**src/pkg/ccwp_pkg.sv**
```systemverilog
// Package with constants and types for the codec control word port
package ccwp_pkg;

   // Bus target address that the port answers to
   localparam logic [6:0] CCWP_DEV_ADDR     = 7'h1A;

   // Register file geometry and synchroniser depth
   localparam int         CCWP_NUM_REGS     = 11;
   localparam int         CCWP_REG_W        = 9;
   localparam int         CCWP_SYNC_STAGES  = 2;

   // Control word register addresses
   localparam logic [6:0] CCWP_A_LINE_IN_L  = 7'h00;
   localparam logic [6:0] CCWP_A_LINE_IN_R  = 7'h01;
   localparam logic [6:0] CCWP_A_HP_L       = 7'h02;
   localparam logic [6:0] CCWP_A_HP_R       = 7'h03;
   localparam logic [6:0] CCWP_A_ANALOG     = 7'h04;
   localparam logic [6:0] CCWP_A_DIGITAL    = 7'h05;
   localparam logic [6:0] CCWP_A_POWER_DOWN = 7'h06;
   localparam logic [6:0] CCWP_A_FORMAT     = 7'h07;
   localparam logic [6:0] CCWP_A_RATE       = 7'h08;
   localparam logic [6:0] CCWP_A_ACTIVE     = 7'h09;
   localparam logic [6:0] CCWP_A_RESET      = 7'h0F;

   // Index of the reset register inside the register file
   localparam logic [3:0] CCWP_IDX_RESET    = 4'hA;

   // Register values
   localparam logic [8:0] CCWP_REG_RST_VAL  = 9'h000;
   localparam logic [8:0] CCWP_RST_ENTER    = 9'h1FF;
   localparam logic [8:0] CCWP_RST_LEAVE    = 9'h000;

   // Bits in one serial byte
   localparam logic [3:0] CCWP_BYTE_BITS    = 4'h8;

   // Serial receive sequencer states
   typedef enum logic [2:0] {
      CCWP_ST_IDLE     = 3'b000,
      CCWP_ST_ADDR     = 3'b001,
      CCWP_ST_ADDR_ACK = 3'b010,
      CCWP_ST_BYTE1    = 3'b011,
      CCWP_ST_ACK1     = 3'b100,
      CCWP_ST_BYTE2    = 3'b101,
      CCWP_ST_ACK2     = 3'b110,
      CCWP_ST_IGNORE   = 3'b111
   } ccwp_state_t;

   // All configuration registers, highest index first
   typedef struct packed {
      logic [8:0] reset;
      logic [8:0] iface_active;
      logic [8:0] sample_rate;
      logic [8:0] iface_format;
      logic [8:0] power_down;
      logic [8:0] digital_path;
      logic [8:0] analog_path;
      logic [8:0] hp_r;
      logic [8:0] hp_l;
      logic [8:0] line_in_r;
      logic [8:0] line_in_l;
   } ccwp_cfg_t;

   // Sampled serial bus lines
   typedef struct packed {
      logic scl;
      logic sda;
   } ccwp_bus_t;

   // One decoded control word
   typedef struct packed {
      logic [6:0] addr;
      logic [8:0] value;
   } ccwp_word_t;

endpackage

```
**src/core/ccwp_port.sv**
```systemverilog
// Codec control word port: serial write receiver and register decode
//
// How it works
// [RULE1] Word: seven address bits, nine value bits
// [RULE2] Host sends start, address, two bytes, stop
// [RULE3] Eleven nine-bit registers selected by address
// [RULE4] Reset register: ones enter, zeros leave reset
// [RULE5] Power-down register at address six
// [RULE6] Analog path register takes its word
// [RULE7] Digital path register takes its word
// [RULE8] Sample rate register takes its word
// [RULE9] Activation register switches interface on
// [RULE10] Interface format register takes its word
// [RULE11] Line input volume registers, left and right
// [RULE12] Headphone volume registers, left and right
// [RULE13] Host controller set up by host
// [RULE14] Host targets address 0x1A, two bytes
// [RULE15] Acknowledge bytes; commit after second byte
// [RULE16] Unknown register addresses leave state unchanged
`timescale 1ns/1ns
module ccwp_port (
   input  wire logic                clk,
   input  wire logic                nrst,
   input  wire logic                scl_i,
   input  wire logic                sda_i,
   output logic                     sda_o,
   output logic                     sda_oe,
   output ccwp_pkg::ccwp_cfg_t      cfg_o,
   output logic                     in_reset_o,
   output logic                     word_valid_o,
   output ccwp_pkg::ccwp_word_t     word_o,
   output logic                     busy_o
);

   ccwp_pkg::ccwp_bus_t   bus_s;         // Synchronised lines
   ccwp_pkg::ccwp_bus_t   bus_d_r;       // Lines one cycle earlier
   ccwp_pkg::ccwp_state_t state_r;       // Sequencer state
   ccwp_pkg::ccwp_state_t state_nxt;     // Next sequencer state
   logic [3:0]            cnt_r;         // Bits taken in this byte
   logic [7:0]            shift_r;       // Incoming byte
   logic [7:0]            byte1_r;       // First data byte
   logic                  sda_oe_r;      // Acknowledge drive
   logic                  sda_o_r;       // Driven level, always low
   logic                  in_reset_r;    // Codec held in reset mode
   logic                  word_valid_r;  // Word committed pulse
   ccwp_pkg::ccwp_word_t  word_r;        // Last committed word
   logic                  busy_r;        // Inside a transaction
   logic [10:0][8:0]      regs;          // Register file contents
   logic                  scl_rise;      // Clock rising edge
   logic                  scl_fall;      // Clock falling edge
   logic                  start_c;       // Start or repeated start
   logic                  stop_c;        // Stop condition
   logic                  done2_c;       // Second data byte complete
   ccwp_pkg::ccwp_word_t  word_c;        // Word being committed
   logic                  mapped_c;      // Word addresses a register
   logic [3:0]            widx_c;        // Register file index
   logic                  we_c;          // Register file write

   // Both lines come from another party's clock, so they are synchronised
   ccwp_sync #(
      .W (2)
   ) u_sync (
      .clk  (clk),
      .nrst (nrst),
      .d    ({scl_i, sda_i}),
      .q    (bus_s)
   );

   // Previous sample for edge detection on the synchronised lines
   always_ff @(posedge clk or negedge nrst) begin
      if (!nrst) begin
         bus_d_r <= '1;
      end else begin
         bus_d_r <= bus_s;
      end
   end

   // Edges and bus conditions; start and stop only while the clock is high
   assign scl_rise = bus_s.scl && !bus_d_r.scl;
   assign scl_fall = !bus_s.scl && bus_d_r.scl;
   assign start_c  = bus_s.scl && bus_d_r.scl && bus_d_r.sda && !bus_s.sda;
   assign stop_c   = bus_s.scl && bus_d_r.scl && !bus_d_r.sda && bus_s.sda;

   // Next state: stop and start act at once; every other phase change happens on a falling clock edge
   always_comb begin
      state_nxt = state_r;
      if (stop_c) begin
         state_nxt = ccwp_pkg::CCWP_ST_IDLE;
      end else if (start_c) begin
         state_nxt = ccwp_pkg::CCWP_ST_ADDR;
      end else if (scl_fall) begin
         case (state_r)
            ccwp_pkg::CCWP_ST_ADDR: begin
               // Only a write to our own address is acknowledged
               if (cnt_r == ccwp_pkg::CCWP_BYTE_BITS) begin
                  if (shift_r == {ccwp_pkg::CCWP_DEV_ADDR, 1'b0}) begin // RULE14
                     state_nxt = ccwp_pkg::CCWP_ST_ADDR_ACK;
                  end else begin
                     state_nxt = ccwp_pkg::CCWP_ST_IGNORE;
                  end
               end
            end
            ccwp_pkg::CCWP_ST_ADDR_ACK: begin
               state_nxt = ccwp_pkg::CCWP_ST_BYTE1;
            end
            ccwp_pkg::CCWP_ST_BYTE1: begin
               if (cnt_r == ccwp_pkg::CCWP_BYTE_BITS) begin
                  state_nxt = ccwp_pkg::CCWP_ST_ACK1; // RULE15
               end
            end
            ccwp_pkg::CCWP_ST_ACK1: begin
               state_nxt = ccwp_pkg::CCWP_ST_BYTE2;
            end
            ccwp_pkg::CCWP_ST_BYTE2: begin
               if (cnt_r == ccwp_pkg::CCWP_BYTE_BITS) begin
                  state_nxt = ccwp_pkg::CCWP_ST_ACK2; // RULE15
               end
            end
            ccwp_pkg::CCWP_ST_ACK2: begin
               // A word is exactly two bytes; anything more is refused
               state_nxt = ccwp_pkg::CCWP_ST_IGNORE; // RULE2
            end
            default: begin
               state_nxt = state_r;
            end
         endcase
      end
   end

   // Sequencer state register
   always_ff @(posedge clk or negedge nrst) begin
      if (!nrst) begin
         state_r <= ccwp_pkg::CCWP_ST_IDLE;
      end else begin
         state_r <= state_nxt;
      end
   end

   // Bit counter restarts with every phase, counts rising edges in bytes
   always_ff @(posedge clk or negedge nrst) begin
      if (!nrst) begin
         cnt_r <= 4'h0;
      end else if (state_nxt != state_r) begin
         cnt_r <= 4'h0;
      end else if (scl_rise && (cnt_r != ccwp_pkg::CCWP_BYTE_BITS)) begin
         cnt_r <= cnt_r + 4'h1;
      end
   end

   // Data is sampled on the rising clock edge, most significant bit first
   always_ff @(posedge clk or negedge nrst) begin
      if (!nrst) begin
         shift_r <= 8'h00;
      end else if (scl_rise) begin
         shift_r <= {shift_r[6:0], bus_s.sda};
      end
   end

   // First data byte is held until the second completes
   always_ff @(posedge clk or negedge nrst) begin
      if (!nrst) begin
         byte1_r <= 8'h00;
      end else if ((state_r == ccwp_pkg::CCWP_ST_BYTE1) &&
                   (state_nxt == ccwp_pkg::CCWP_ST_ACK1)) begin
         byte1_r <= shift_r;
      end
   end

   // Acknowledge: pull the data line low for the whole ninth clock
   always_ff @(posedge clk or negedge nrst) begin
      if (!nrst) begin
         sda_oe_r <= 1'b0;
      end else begin
         sda_oe_r <= (state_nxt == ccwp_pkg::CCWP_ST_ADDR_ACK) ||
                     (state_nxt == ccwp_pkg::CCWP_ST_ACK1) ||
                     (state_nxt == ccwp_pkg::CCWP_ST_ACK2); // RULE15
      end
   end

   // The port only ever drives low, open-drain style
   always_ff @(posedge clk or negedge nrst) begin
      if (!nrst) begin
         sda_o_r <= 1'b0;
      end else begin
         sda_o_r <= 1'b0;
      end
   end

   // Word assembly: upper seven bits address, low bit is value bit nine
   assign done2_c = (state_r == ccwp_pkg::CCWP_ST_BYTE2) &&
                    (state_nxt == ccwp_pkg::CCWP_ST_ACK2);
   assign word_c  = {byte1_r, shift_r}; // RULE1

   // Address decode onto the eleven storage words
   always_comb begin
      mapped_c = 1'b1;
      widx_c   = word_c.addr[3:0];
      case (word_c.addr)
         ccwp_pkg::CCWP_A_LINE_IN_L,              // RULE11
         ccwp_pkg::CCWP_A_LINE_IN_R,              // RULE11
         ccwp_pkg::CCWP_A_HP_L,                   // RULE12
         ccwp_pkg::CCWP_A_HP_R,                   // RULE12
         ccwp_pkg::CCWP_A_ANALOG,                 // RULE6
         ccwp_pkg::CCWP_A_DIGITAL,                // RULE7
         ccwp_pkg::CCWP_A_POWER_DOWN,             // RULE5
         ccwp_pkg::CCWP_A_FORMAT,                 // RULE10
         ccwp_pkg::CCWP_A_RATE,                   // RULE8
         ccwp_pkg::CCWP_A_ACTIVE: begin           // RULE9
            widx_c = word_c.addr[3:0]; // RULE3
         end
         ccwp_pkg::CCWP_A_RESET: begin
            widx_c = ccwp_pkg::CCWP_IDX_RESET; // RULE4
         end
         default: begin
            // No such register: the word is dropped
            mapped_c = 1'b0; // RULE16
         end
      endcase
   end

   // Commit only once the second byte is fully in
   assign we_c = done2_c && mapped_c; // RULE15

   // Register storage
   ccwp_regfile u_regs (
      .clk   (clk),
      .nrst  (nrst),
      .we    (we_c),
      .widx  (widx_c),
      .wdata (word_c.value),
      .regs  (regs)
   );

   // Reset mode flag; other values in the reset register leave it as is
   always_ff @(posedge clk or negedge nrst) begin
      if (!nrst) begin
         in_reset_r <= 1'b0;
      end else if (we_c && (widx_c == ccwp_pkg::CCWP_IDX_RESET)) begin
         if (word_c.value == ccwp_pkg::CCWP_RST_ENTER) begin
            in_reset_r <= 1'b1; // RULE4
         end else if (word_c.value == ccwp_pkg::CCWP_RST_LEAVE) begin
            in_reset_r <= 1'b0; // RULE4
         end
      end
   end

   // Committed word report, one cycle pulse with the word held after
   always_ff @(posedge clk or negedge nrst) begin
      if (!nrst) begin
         word_valid_r <= 1'b0;
         word_r       <= '0;
      end else begin
         word_valid_r <= we_c;
         if (we_c) begin
            word_r <= word_c;
         end
      end
   end

   // Busy while a transaction is open
   always_ff @(posedge clk or negedge nrst) begin
      if (!nrst) begin
         busy_r <= 1'b0;
      end else begin
         busy_r <= (state_nxt != ccwp_pkg::CCWP_ST_IDLE);
      end
   end

   // Outputs, all straight from flops
   assign sda_o        = sda_o_r;
   assign sda_oe       = sda_oe_r;
   assign cfg_o        = ccwp_pkg::ccwp_cfg_t'(regs);
   assign in_reset_o   = in_reset_r;
   assign word_valid_o = word_valid_r;
   assign word_o       = word_r;
   assign busy_o       = busy_r;
endmodule // ccwp_port

```
**src/core/ccwp_regfile.sv**
```systemverilog
// Configuration register file of the codec control port
`timescale 1ns/1ns
module ccwp_regfile (
   input  wire logic       clk,
   input  wire logic       nrst,
   input  wire logic       we,
   input  wire logic [3:0] widx,
   input  wire logic [8:0] wdata,
   output logic [10:0][8:0] regs
);

   logic [8:0] regs_r [0:ccwp_pkg::CCWP_NUM_REGS-1];   // Storage
   logic       clr_c;                                   // Reset mode entry

   // Entering reset mode returns every other register to its default
   assign clr_c = we && (widx == ccwp_pkg::CCWP_IDX_RESET)
                     && (wdata == ccwp_pkg::CCWP_RST_ENTER);

   // One storage word per entry, outputs come straight from the flops
   for (genvar i = 0; i < ccwp_pkg::CCWP_NUM_REGS; i++) begin : g_ent
      always_ff @(posedge clk or negedge nrst) begin
         if (!nrst) begin
            regs_r[i] <= ccwp_pkg::CCWP_REG_RST_VAL;
         end else if (we && (widx == 4'(i))) begin
            regs_r[i] <= wdata;
         end else if (clr_c) begin
            regs_r[i] <= ccwp_pkg::CCWP_REG_RST_VAL;
         end
      end
      assign regs[i] = regs_r[i];
   end

endmodule // ccwp_regfile

```
**src/core/ccwp_sync.sv**
```systemverilog
// Two-stage synchroniser for the serial bus lines
`timescale 1ns/1ns
module ccwp_sync #(
   parameter int W = 2
) (
   input  wire logic         clk,
   input  wire logic         nrst,
   input  wire logic [W-1:0] d,
   output logic      [W-1:0] q
);

   logic [W-1:0] meta_r;    // First stage, read only by the second

   // One pair of flops per line; idle bus level is high
   for (genvar i = 0; i < W; i++) begin : g_bit
      always_ff @(posedge clk or negedge nrst) begin
         if (!nrst) begin
            meta_r[i] <= 1'b1;
            q[i]      <= 1'b1;
         end else begin
            meta_r[i] <= d[i];
            q[i]      <= meta_r[i];
         end
      end
   end

endmodule // ccwp_sync

```
**config.mk**
```make
export PLATFORM = sky130hd
export DESIGN_NAME = ccwp_port
export DESIGN_NICKNAME = d
export VERILOG_FILES = /design/src/pkg/ccwp_pkg.sv /design/src/core/ccwp_port.sv /design/src/core/ccwp_regfile.sv /design/src/core/ccwp_sync.sv
export SDC_FILE = /design/constraint.sdc
export NUM_CORES = 1
export LEC_CHECK = 0
export ABC_AREA = 1
export BUFFER_PORTS_ARGS = -buffer_cell sky130_fd_sc_hd__buf_4
export CORE_AREA = 2 2 106 108
export CTS_BUF_LIST = sky130_fd_sc_hd__clkbuf_4 sky130_fd_sc_hd__clkbuf_8 sky130_fd_sc_hd__clkbuf_16
export CTS_CLUSTER_DIAMETER = 30
export DETAILED_ROUTE_END_ITERATION = 8
export DIE_AREA = 0 0 108 110
export PLACE_DENSITY = 0.84
export SLEW_MARGIN = 20
export SYNTH_ARGS = -nofsm -noshare
export SYNTH_HDL_FRONTEND = slang
export SYNTH_SLANG_ARGS = --single-unit
```
**constraint.sdc**
```tcl
create_clock -name clk -period 3.27 [get_ports clk]
set_input_delay 0.1635 -clock clk [delete_from_list [all_inputs] [get_ports clk]]
set_output_delay 0.1635 -clock clk [all_outputs]
set_load 0.03 [all_outputs]
```
Word level (Yosys, flattened, before mapping)
Index checks and enable logic that the tools add are counted.
- equality and inequality tests: 34
- $add $sub $neg: 1
- reduce and logical (&&, ||, !) cells: 48
- muxes and demuxes: 26
- operator list (cell ; number):
    9-bit two-way mux ; 12
    7-bit by 3-bit equality test with 1-bit output, second input constant ; 4
    2-bit nonzero test ; 13
    1-bit logical AND ; 23
    7-bit by 4-bit equality test with 1-bit output, second input constant ; 3
    3-bit two-way mux ; 7
    3-bit case mux with 6 select lines ; 1
    4-bit by 3-bit equality test with 1-bit output, second input constant ; 4
    4-bit equality test, second input constant ; 4
    3-bit equality test, second input constant ; 5
    7-bit by 2-bit equality test with 1-bit output, second input constant ; 2
    4-bit two-way mux ; 3
    11-bit OR reduction ; 1
    3-bit by 2-bit equality test with 1-bit output, second input constant ; 3
    9-bit equality test, second input constant ; 1
    9-bit zero test ; 1
    4-bit by 2-bit equality test with 1-bit output, second input constant ; 2
    8-bit by 6-bit equality test with 1-bit output, second input constant ; 1
    7-bit by 1-bit equality test with 1-bit output, second input constant ; 1
    7-bit zero test ; 1
    4-bit by 1-bit adder with 4-bit output, second input constant ; 1
    4-bit by 1-bit equality test with 1-bit output, second input constant ; 1
    1-bit zero test ; 4
    4-bit zero test ; 1
    other kinds (7) ; 10
- input port bits: 4
- logic and storage cells: 136
- bits in registers: 148
- output and inout bits: 120

Depth between registers and ports, before layout
- depth in word-level cells: 14
- gate-level depth with buffers: 14

Cells and area by module
Synthesis repeated with hierarchy kept, for this count alone.
- cells, all modules: 714
- area total of the unflattened synthesis: 6452.4 um2
- modules (own cells, without submodules) (module ; seq. area each (um2) ; instances ; cells an instance ; area each (um2)):
    ccwp_regfile ; 2477.4 ; 1 ; 457 ; 4155.2
    ccwp_port ; 1128.6 ; 1 ; 253 ; 2192.1
    ccwp_sync ; 105.1 ; 1 ; 4 ; 105.1

Worst setup path before layout
Ideal clock, no wire load.
- path type: flip-flop to flip-flop
- start point: reg cnt_r[0]
- end point: reg u_regs.regs_r (netlist bit u_regs.regs[36])
- period minus slack after synthesis: 1903 ps
- data arrival time: 1785 ps
- setup time: 119 ps
- cell stages (with the launch flop): 14
- slack: 1367 ps
- path through: dfrtp_1 inv_1 ha_1 nand2_2 nor2_8 nand3_2 nand2_1 nand3_2 nor3_2 buf_6 buf_4 nand2_2 nand3_1 nand2_1
- word-level cells in the longest chain between the ends: 12
- RTL lines (element ; line ; RTL):
    start: declaration ; ccwp_port.sv:39 ; logic [3:0] cnt_r;
    start signal: assignment ; ccwp_port.sv:146 ; cnt_r <= cnt_r + 4'h1;
    4-bit equality test * ; ccwp_port.sv:95, ccwp_port.sv:107, ccwp_port.sv:115 ;
    3-bit two-way mux (on tied branches) ; ccwp_port.sv:115, ccwp_port.sv:95, ccwp_port.sv:107 ;
    3-bit case mux with 6 select lines * ; ccwp_port.sv:92 ; case (state_r)
    3-bit two-way mux * ; ccwp_port.sv:91 ; end else if (scl_fall) begin
    3-bit two-way mux * ; ccwp_port.sv:89 ; end else if (start_c) begin
    3-bit two-way mux * ; ccwp_port.sv:87 ; if (stop_c) begin
    3-bit equality test * ; ccwp_port.sv:191 ; (state_nxt == ccwp_pkg::CCWP_ST_ACK2);
    1-bit logical AND * ; ccwp_port.sv:190 ; assign done2_c = (state_r == ccwp_pkg::CCWP_ST_BYTE2) &&
    1-bit logical AND * ; ccwp_port.sv:222 ; assign we_c = done2_c && mapped_c;
    named net u_regs.we ; ccwp_regfile.sv:6 ; input wire logic we,
    1-bit logical AND ; ccwp_regfile.sv:16 ; assign clr_c = we && (widx == ccwp_pkg::CCWP_IDX_RESET)
    1-bit logical AND ; ccwp_regfile.sv:17 ; && (wdata == ccwp_pkg::CCWP_RST_ENTER);
    2-bit nonzero test (no source line) ; -- ;
    end signal: indexed assignment ; ccwp_regfile.sv:23 ; regs_r[i] <= ccwp_pkg::CCWP_REG_RST_VAL;
    end signal: indexed assignment ; ccwp_regfile.sv:25 ; regs_r[i] <= wdata;
    end signal: indexed assignment ; ccwp_regfile.sv:27 ; regs_r[i] <= ccwp_pkg::CCWP_REG_RST_VAL;
    end: declaration ; ccwp_regfile.sv:12 ; logic [8:0] regs_r [0:ccwp_pkg::CCWP_NUM_REGS-1];
The timed path passes the listed nets; every way through them passes the cells marked *.
A chain may end at the register's enable or synchronous reset.

Worst setup path in the final report
- start point: reg cnt_r[0]
- end point: reg u_regs.regs_r (netlist bit u_regs.regs[76])
- word-level cells in the longest chain between the ends: 12
- RTL lines (element ; line):
    4-bit equality test * ; ccwp_port.sv:95, ccwp_port.sv:107, ccwp_port.sv:115
    3-bit two-way mux (on tied branches) ; ccwp_port.sv:115, ccwp_port.sv:95, ccwp_port.sv:107
    3-bit case mux with 6 select lines * ; ccwp_port.sv:92
    3-bit two-way mux * ; ccwp_port.sv:91
    3-bit two-way mux * ; ccwp_port.sv:89
    3-bit two-way mux * ; ccwp_port.sv:87
    3-bit equality test * ; ccwp_port.sv:191
    1-bit logical AND * ; ccwp_port.sv:190
    1-bit logical AND * ; ccwp_port.sv:222
    1-bit logical AND ; ccwp_regfile.sv:16
    1-bit logical AND ; ccwp_regfile.sv:17
    2-bit nonzero test (no source line) ; --
Mark *: on every way between the ends. The rest lies on a longest branch, timed or not.

==> results.toml <==
[logic_synthesis]
yosys_warnings = 0
yosysMostFrequentCell = "nand2_1"
netlist_area_um2 = 6220
synth_top_flop_cell = "dfrtp_1"
synthAdderAreaFrac_pct = 0.402
avgSynthCellArea_um2 = 9.04
synth_top_family_by_area = "simple AND/OR/NAND/NOR gates"
synth_compound_area_share_pct = 4.10
synth_simple_gate_area_share_pct = 30.8
netlist.area_leader.share_pct = 57.1
yosysUniqueCellTypes = 29
synth-xor-area-share_pct = 0.422
synthMuxAreaShare_pct = 0
ys_seq_elements = 148
synth_largest_area_cell = "dfrtp_1"
ys_async_sr_fraction_pct = 100
synth-edff-count = 0
syn-instance-count = 688
synth_commonest_cells = "nand2_1 (257), dfrtp_1 (142), nand3_1 (99)"
yosysSeqAreaShare_pct = 59.6
syn-num-nets = 694
yosys-top-cells-area = "dfrtp_1 (57%), nand2_1 (16%), nand3_1 (8.0%), o21ai_0 (2.9%), dfstp_2 (2.5%)"

[floorplanning]
rows = 38
fp.dieW_um = 108
die_h_um = 110
start_util_pct = 58.2
core_um2 = 10700
io_pins = 124
dieArea_um2 = 11900

[cts]
cts_made_buffers = 17
htreeDepth = 4
cts-root-buf = "clkbuf_8"
cts_buffer_depth = 2
clock-sinks = 148
clk_latency_ns = 0.53
cts_tree = "yes"
clkTransAtPathRegs_ns = 0.06

[critical_path]
path_common_cell = "nand2_1"
crit_family = "simple AND/OR/NAND/NOR gates"
critPathCaptureType = "flip-flop"
critPathMaxFanout = 34
path_buf_inv = 2
max_stage_delay_ns = 0.45
critPathKind = "flip-flop to flip-flop"
required_ns = 3.74
cp-start-kind = "flip-flop"
cp.arrival_ns = 3.07
crit_path_top_delay_cell = "nor3_4"
crit_chain = "inv_1 > ha_1 > nand2_2 > nor2_8 > nand3_2 > nand2_1 > nand3_2 > nor3_4 > inv_6 > nor2_4 > nand2_1 > nand2_1"

[finish]
fin_nets = 824
fillCellCount = 762
drive_above_1_share_pct = 23.2
fin_cells = 971
syn2layout_area_growth_pct = 26.5
antennaDiodeCount = 0

[route]
ant_nets = 0
num_vias = 5392
first_pass_iters = 6
drtIter0Drc = 612
drc_errors = 0
wl_per_cell_um = 16.5
via_per_inst = 5.55
wl_mm = 16.0

[global_route]
grtUsageTotal_pct = 28.3
antenna_found_initial = 0
grt_pass1_wl_mm = 25.4
grt_max_degree = 118
overflow = 0
grt_pass1_vias = 5081

[power]
internal-power_uw = 3120
power_density_nw_per_um2 = 537
p_seq_share_pct = 46.1
ir_drop_v = 0.000423
static-leakage-power_uw = 0.00437
combPwrFrac_pct = 8.1
switchingPower_uw = 1110
switching_share_pct = 26.2
clkPwrFrac_pct = 45.8

[placement]
dp_cells = 936
gp_congestion = 0.882
dp_hpwl_mm = 10.5
io_buffers = 122

[timing]
worst_slew_pin_slew_ns = 0.889
relSlewSlack_pct = 40.7
skew_ns = 0.00626
period_share_pct = 79.8
setup_tns_ns = 0
hold_violations = 0
slew_viol_final = 0
worst_hold_slack_ns = 0.282
period_needed_ns = 2.61
setup_viol = 0
rsz0062_at_grt = "false"
fmax_ghz = 0.383

[status]
outcome = "finished, final reports clean"

[hold_path]
hp-class = "input pin to flip-flop"

[run]
maxCapViolations = 0
[layout make-up]
class	instances	area [µm²]	share of cell area, %
clock buffers	19	442	5.61
clock inverters	13	149	1.89
inverters	41	159	2.02
multi-input cells	479	2240	28.4
flip-flops and latches	148	3710	47.2
well taps	140	175	2.23
repair buffers	131	997	12.7
[layer usage]
| metal | track usage, % | part of all wire [%] | wire length [µm] |
|---|---|---|---|
| met5 | 0 | 0 | 0 |
| met4 | 12.1 | 2.6 | 411 |
| met3 | 6.23 | 7.5 | 1200 |
| met2 | 47.1 | 50 | 8070 |
| met1 | 36.1 | 40 | 6360 |
[logic make-up after synthesis]
kind of cell	Yosys count
and+or+nand+nor	422
DFF	148
buffers and inverters	61
AOI/OAI and AO/OA	51
xor gates and xnor gates	3
adders and majority gates	2
other	1
[final timing paths]
kind                       slack, ns  cells after the start                to        startpoint
max                             0.66                     12   u_regs.regs[76]          cnt_r[0]
min                             0.28                      2  u_sync.meta_r[1]             scl_i
max reg2reg                     0.66                     12   u_regs.regs[76]          cnt_r[0]
min reg2reg                     0.36                      0       u_sync.q[1]  u_sync.meta_r[1]
max in group asynchronous       2.10                      3        bus_d_r[1]              nrst
min in group asynchronous       0.34                      2   u_regs.regs[15]              nrst
[per-stage QoR]
step / total power (µW) / worst slack (ns) / util (%) / cell area, µm²
6_report: 4220 / 0.662 / 73.6 / 7870
3_3_place_gp: 2300 / 0.863 / 67.7 / 7250
5_1_grt: 4380 / 0.464 / 73.6 / 7870
3_5_place_dp: 2320 / 0.723 / 67.7 / 7250
2_1_floorplan: 2190 / 1.37 / - / 6220
4_1_cts: 4220 / 0.687 / 73.5 / 7870
[power groups by stage]
stage                     Clock [µW]  Sequential, µW  Combinational, µW
after floorplan                    0            1980                214
after global placement             0            1980                327
after detailed placement           0            1980                339
after CTS                       1930            1950                344
after global routing            2030            1950                394
final                           1930            1950                343
[layout by cell type, fill, tap and decap left out, drive strengths merged, types with 5 or more instances in the layout]
| cell type | count |
|---|---|
| clkbuf | 20 |
| nand3 | 102 |
| clkinv | 5 |
| dfrtp | 142 |
| o21ai | 44 |
| nor2 | 48 |
| buf | 127 |
| a21oi | 7 |
| inv | 44 |
| nand4 | 5 |
| nand2 | 263 |
| dfstp | 6 |
[worst register-to-register path, stage by stage (launching register included)]
cell,delay (ns)
dfrtp_1,0.39
inv_1,0.10
ha_1,0.16
nand2_2,0.09
nor2_8,0.17
nand3_2,0.10
nand2_1,0.10
nand3_2,0.12
nor3_4,0.45
inv_6,0.27
nor2_4,0.38
nand2_1,0.11
nand2_1,0.10
[flip-flops by register name, indices dropped and copies added (netlist names)]
register and count:
busy_o 1, word_o 16, in_reset_o 1, u_sync.q 2, byte1_r 8, word_valid_o 1
u_regs.regs 99, shift_r 8, sda_oe 1, state_r 3, bus_d_r 2, cnt_r 4
u_sync.meta_r 2
[repair_timing]
item                                    4_1_cts  5_1_grt
endpoints found under the setup margin        0        0
hold buffers                                  3        0
hold endpoints to repair                    117        0
setup buffers                                 0        0
resized for setup                             0        0
(Power assumes the default switching activity.)
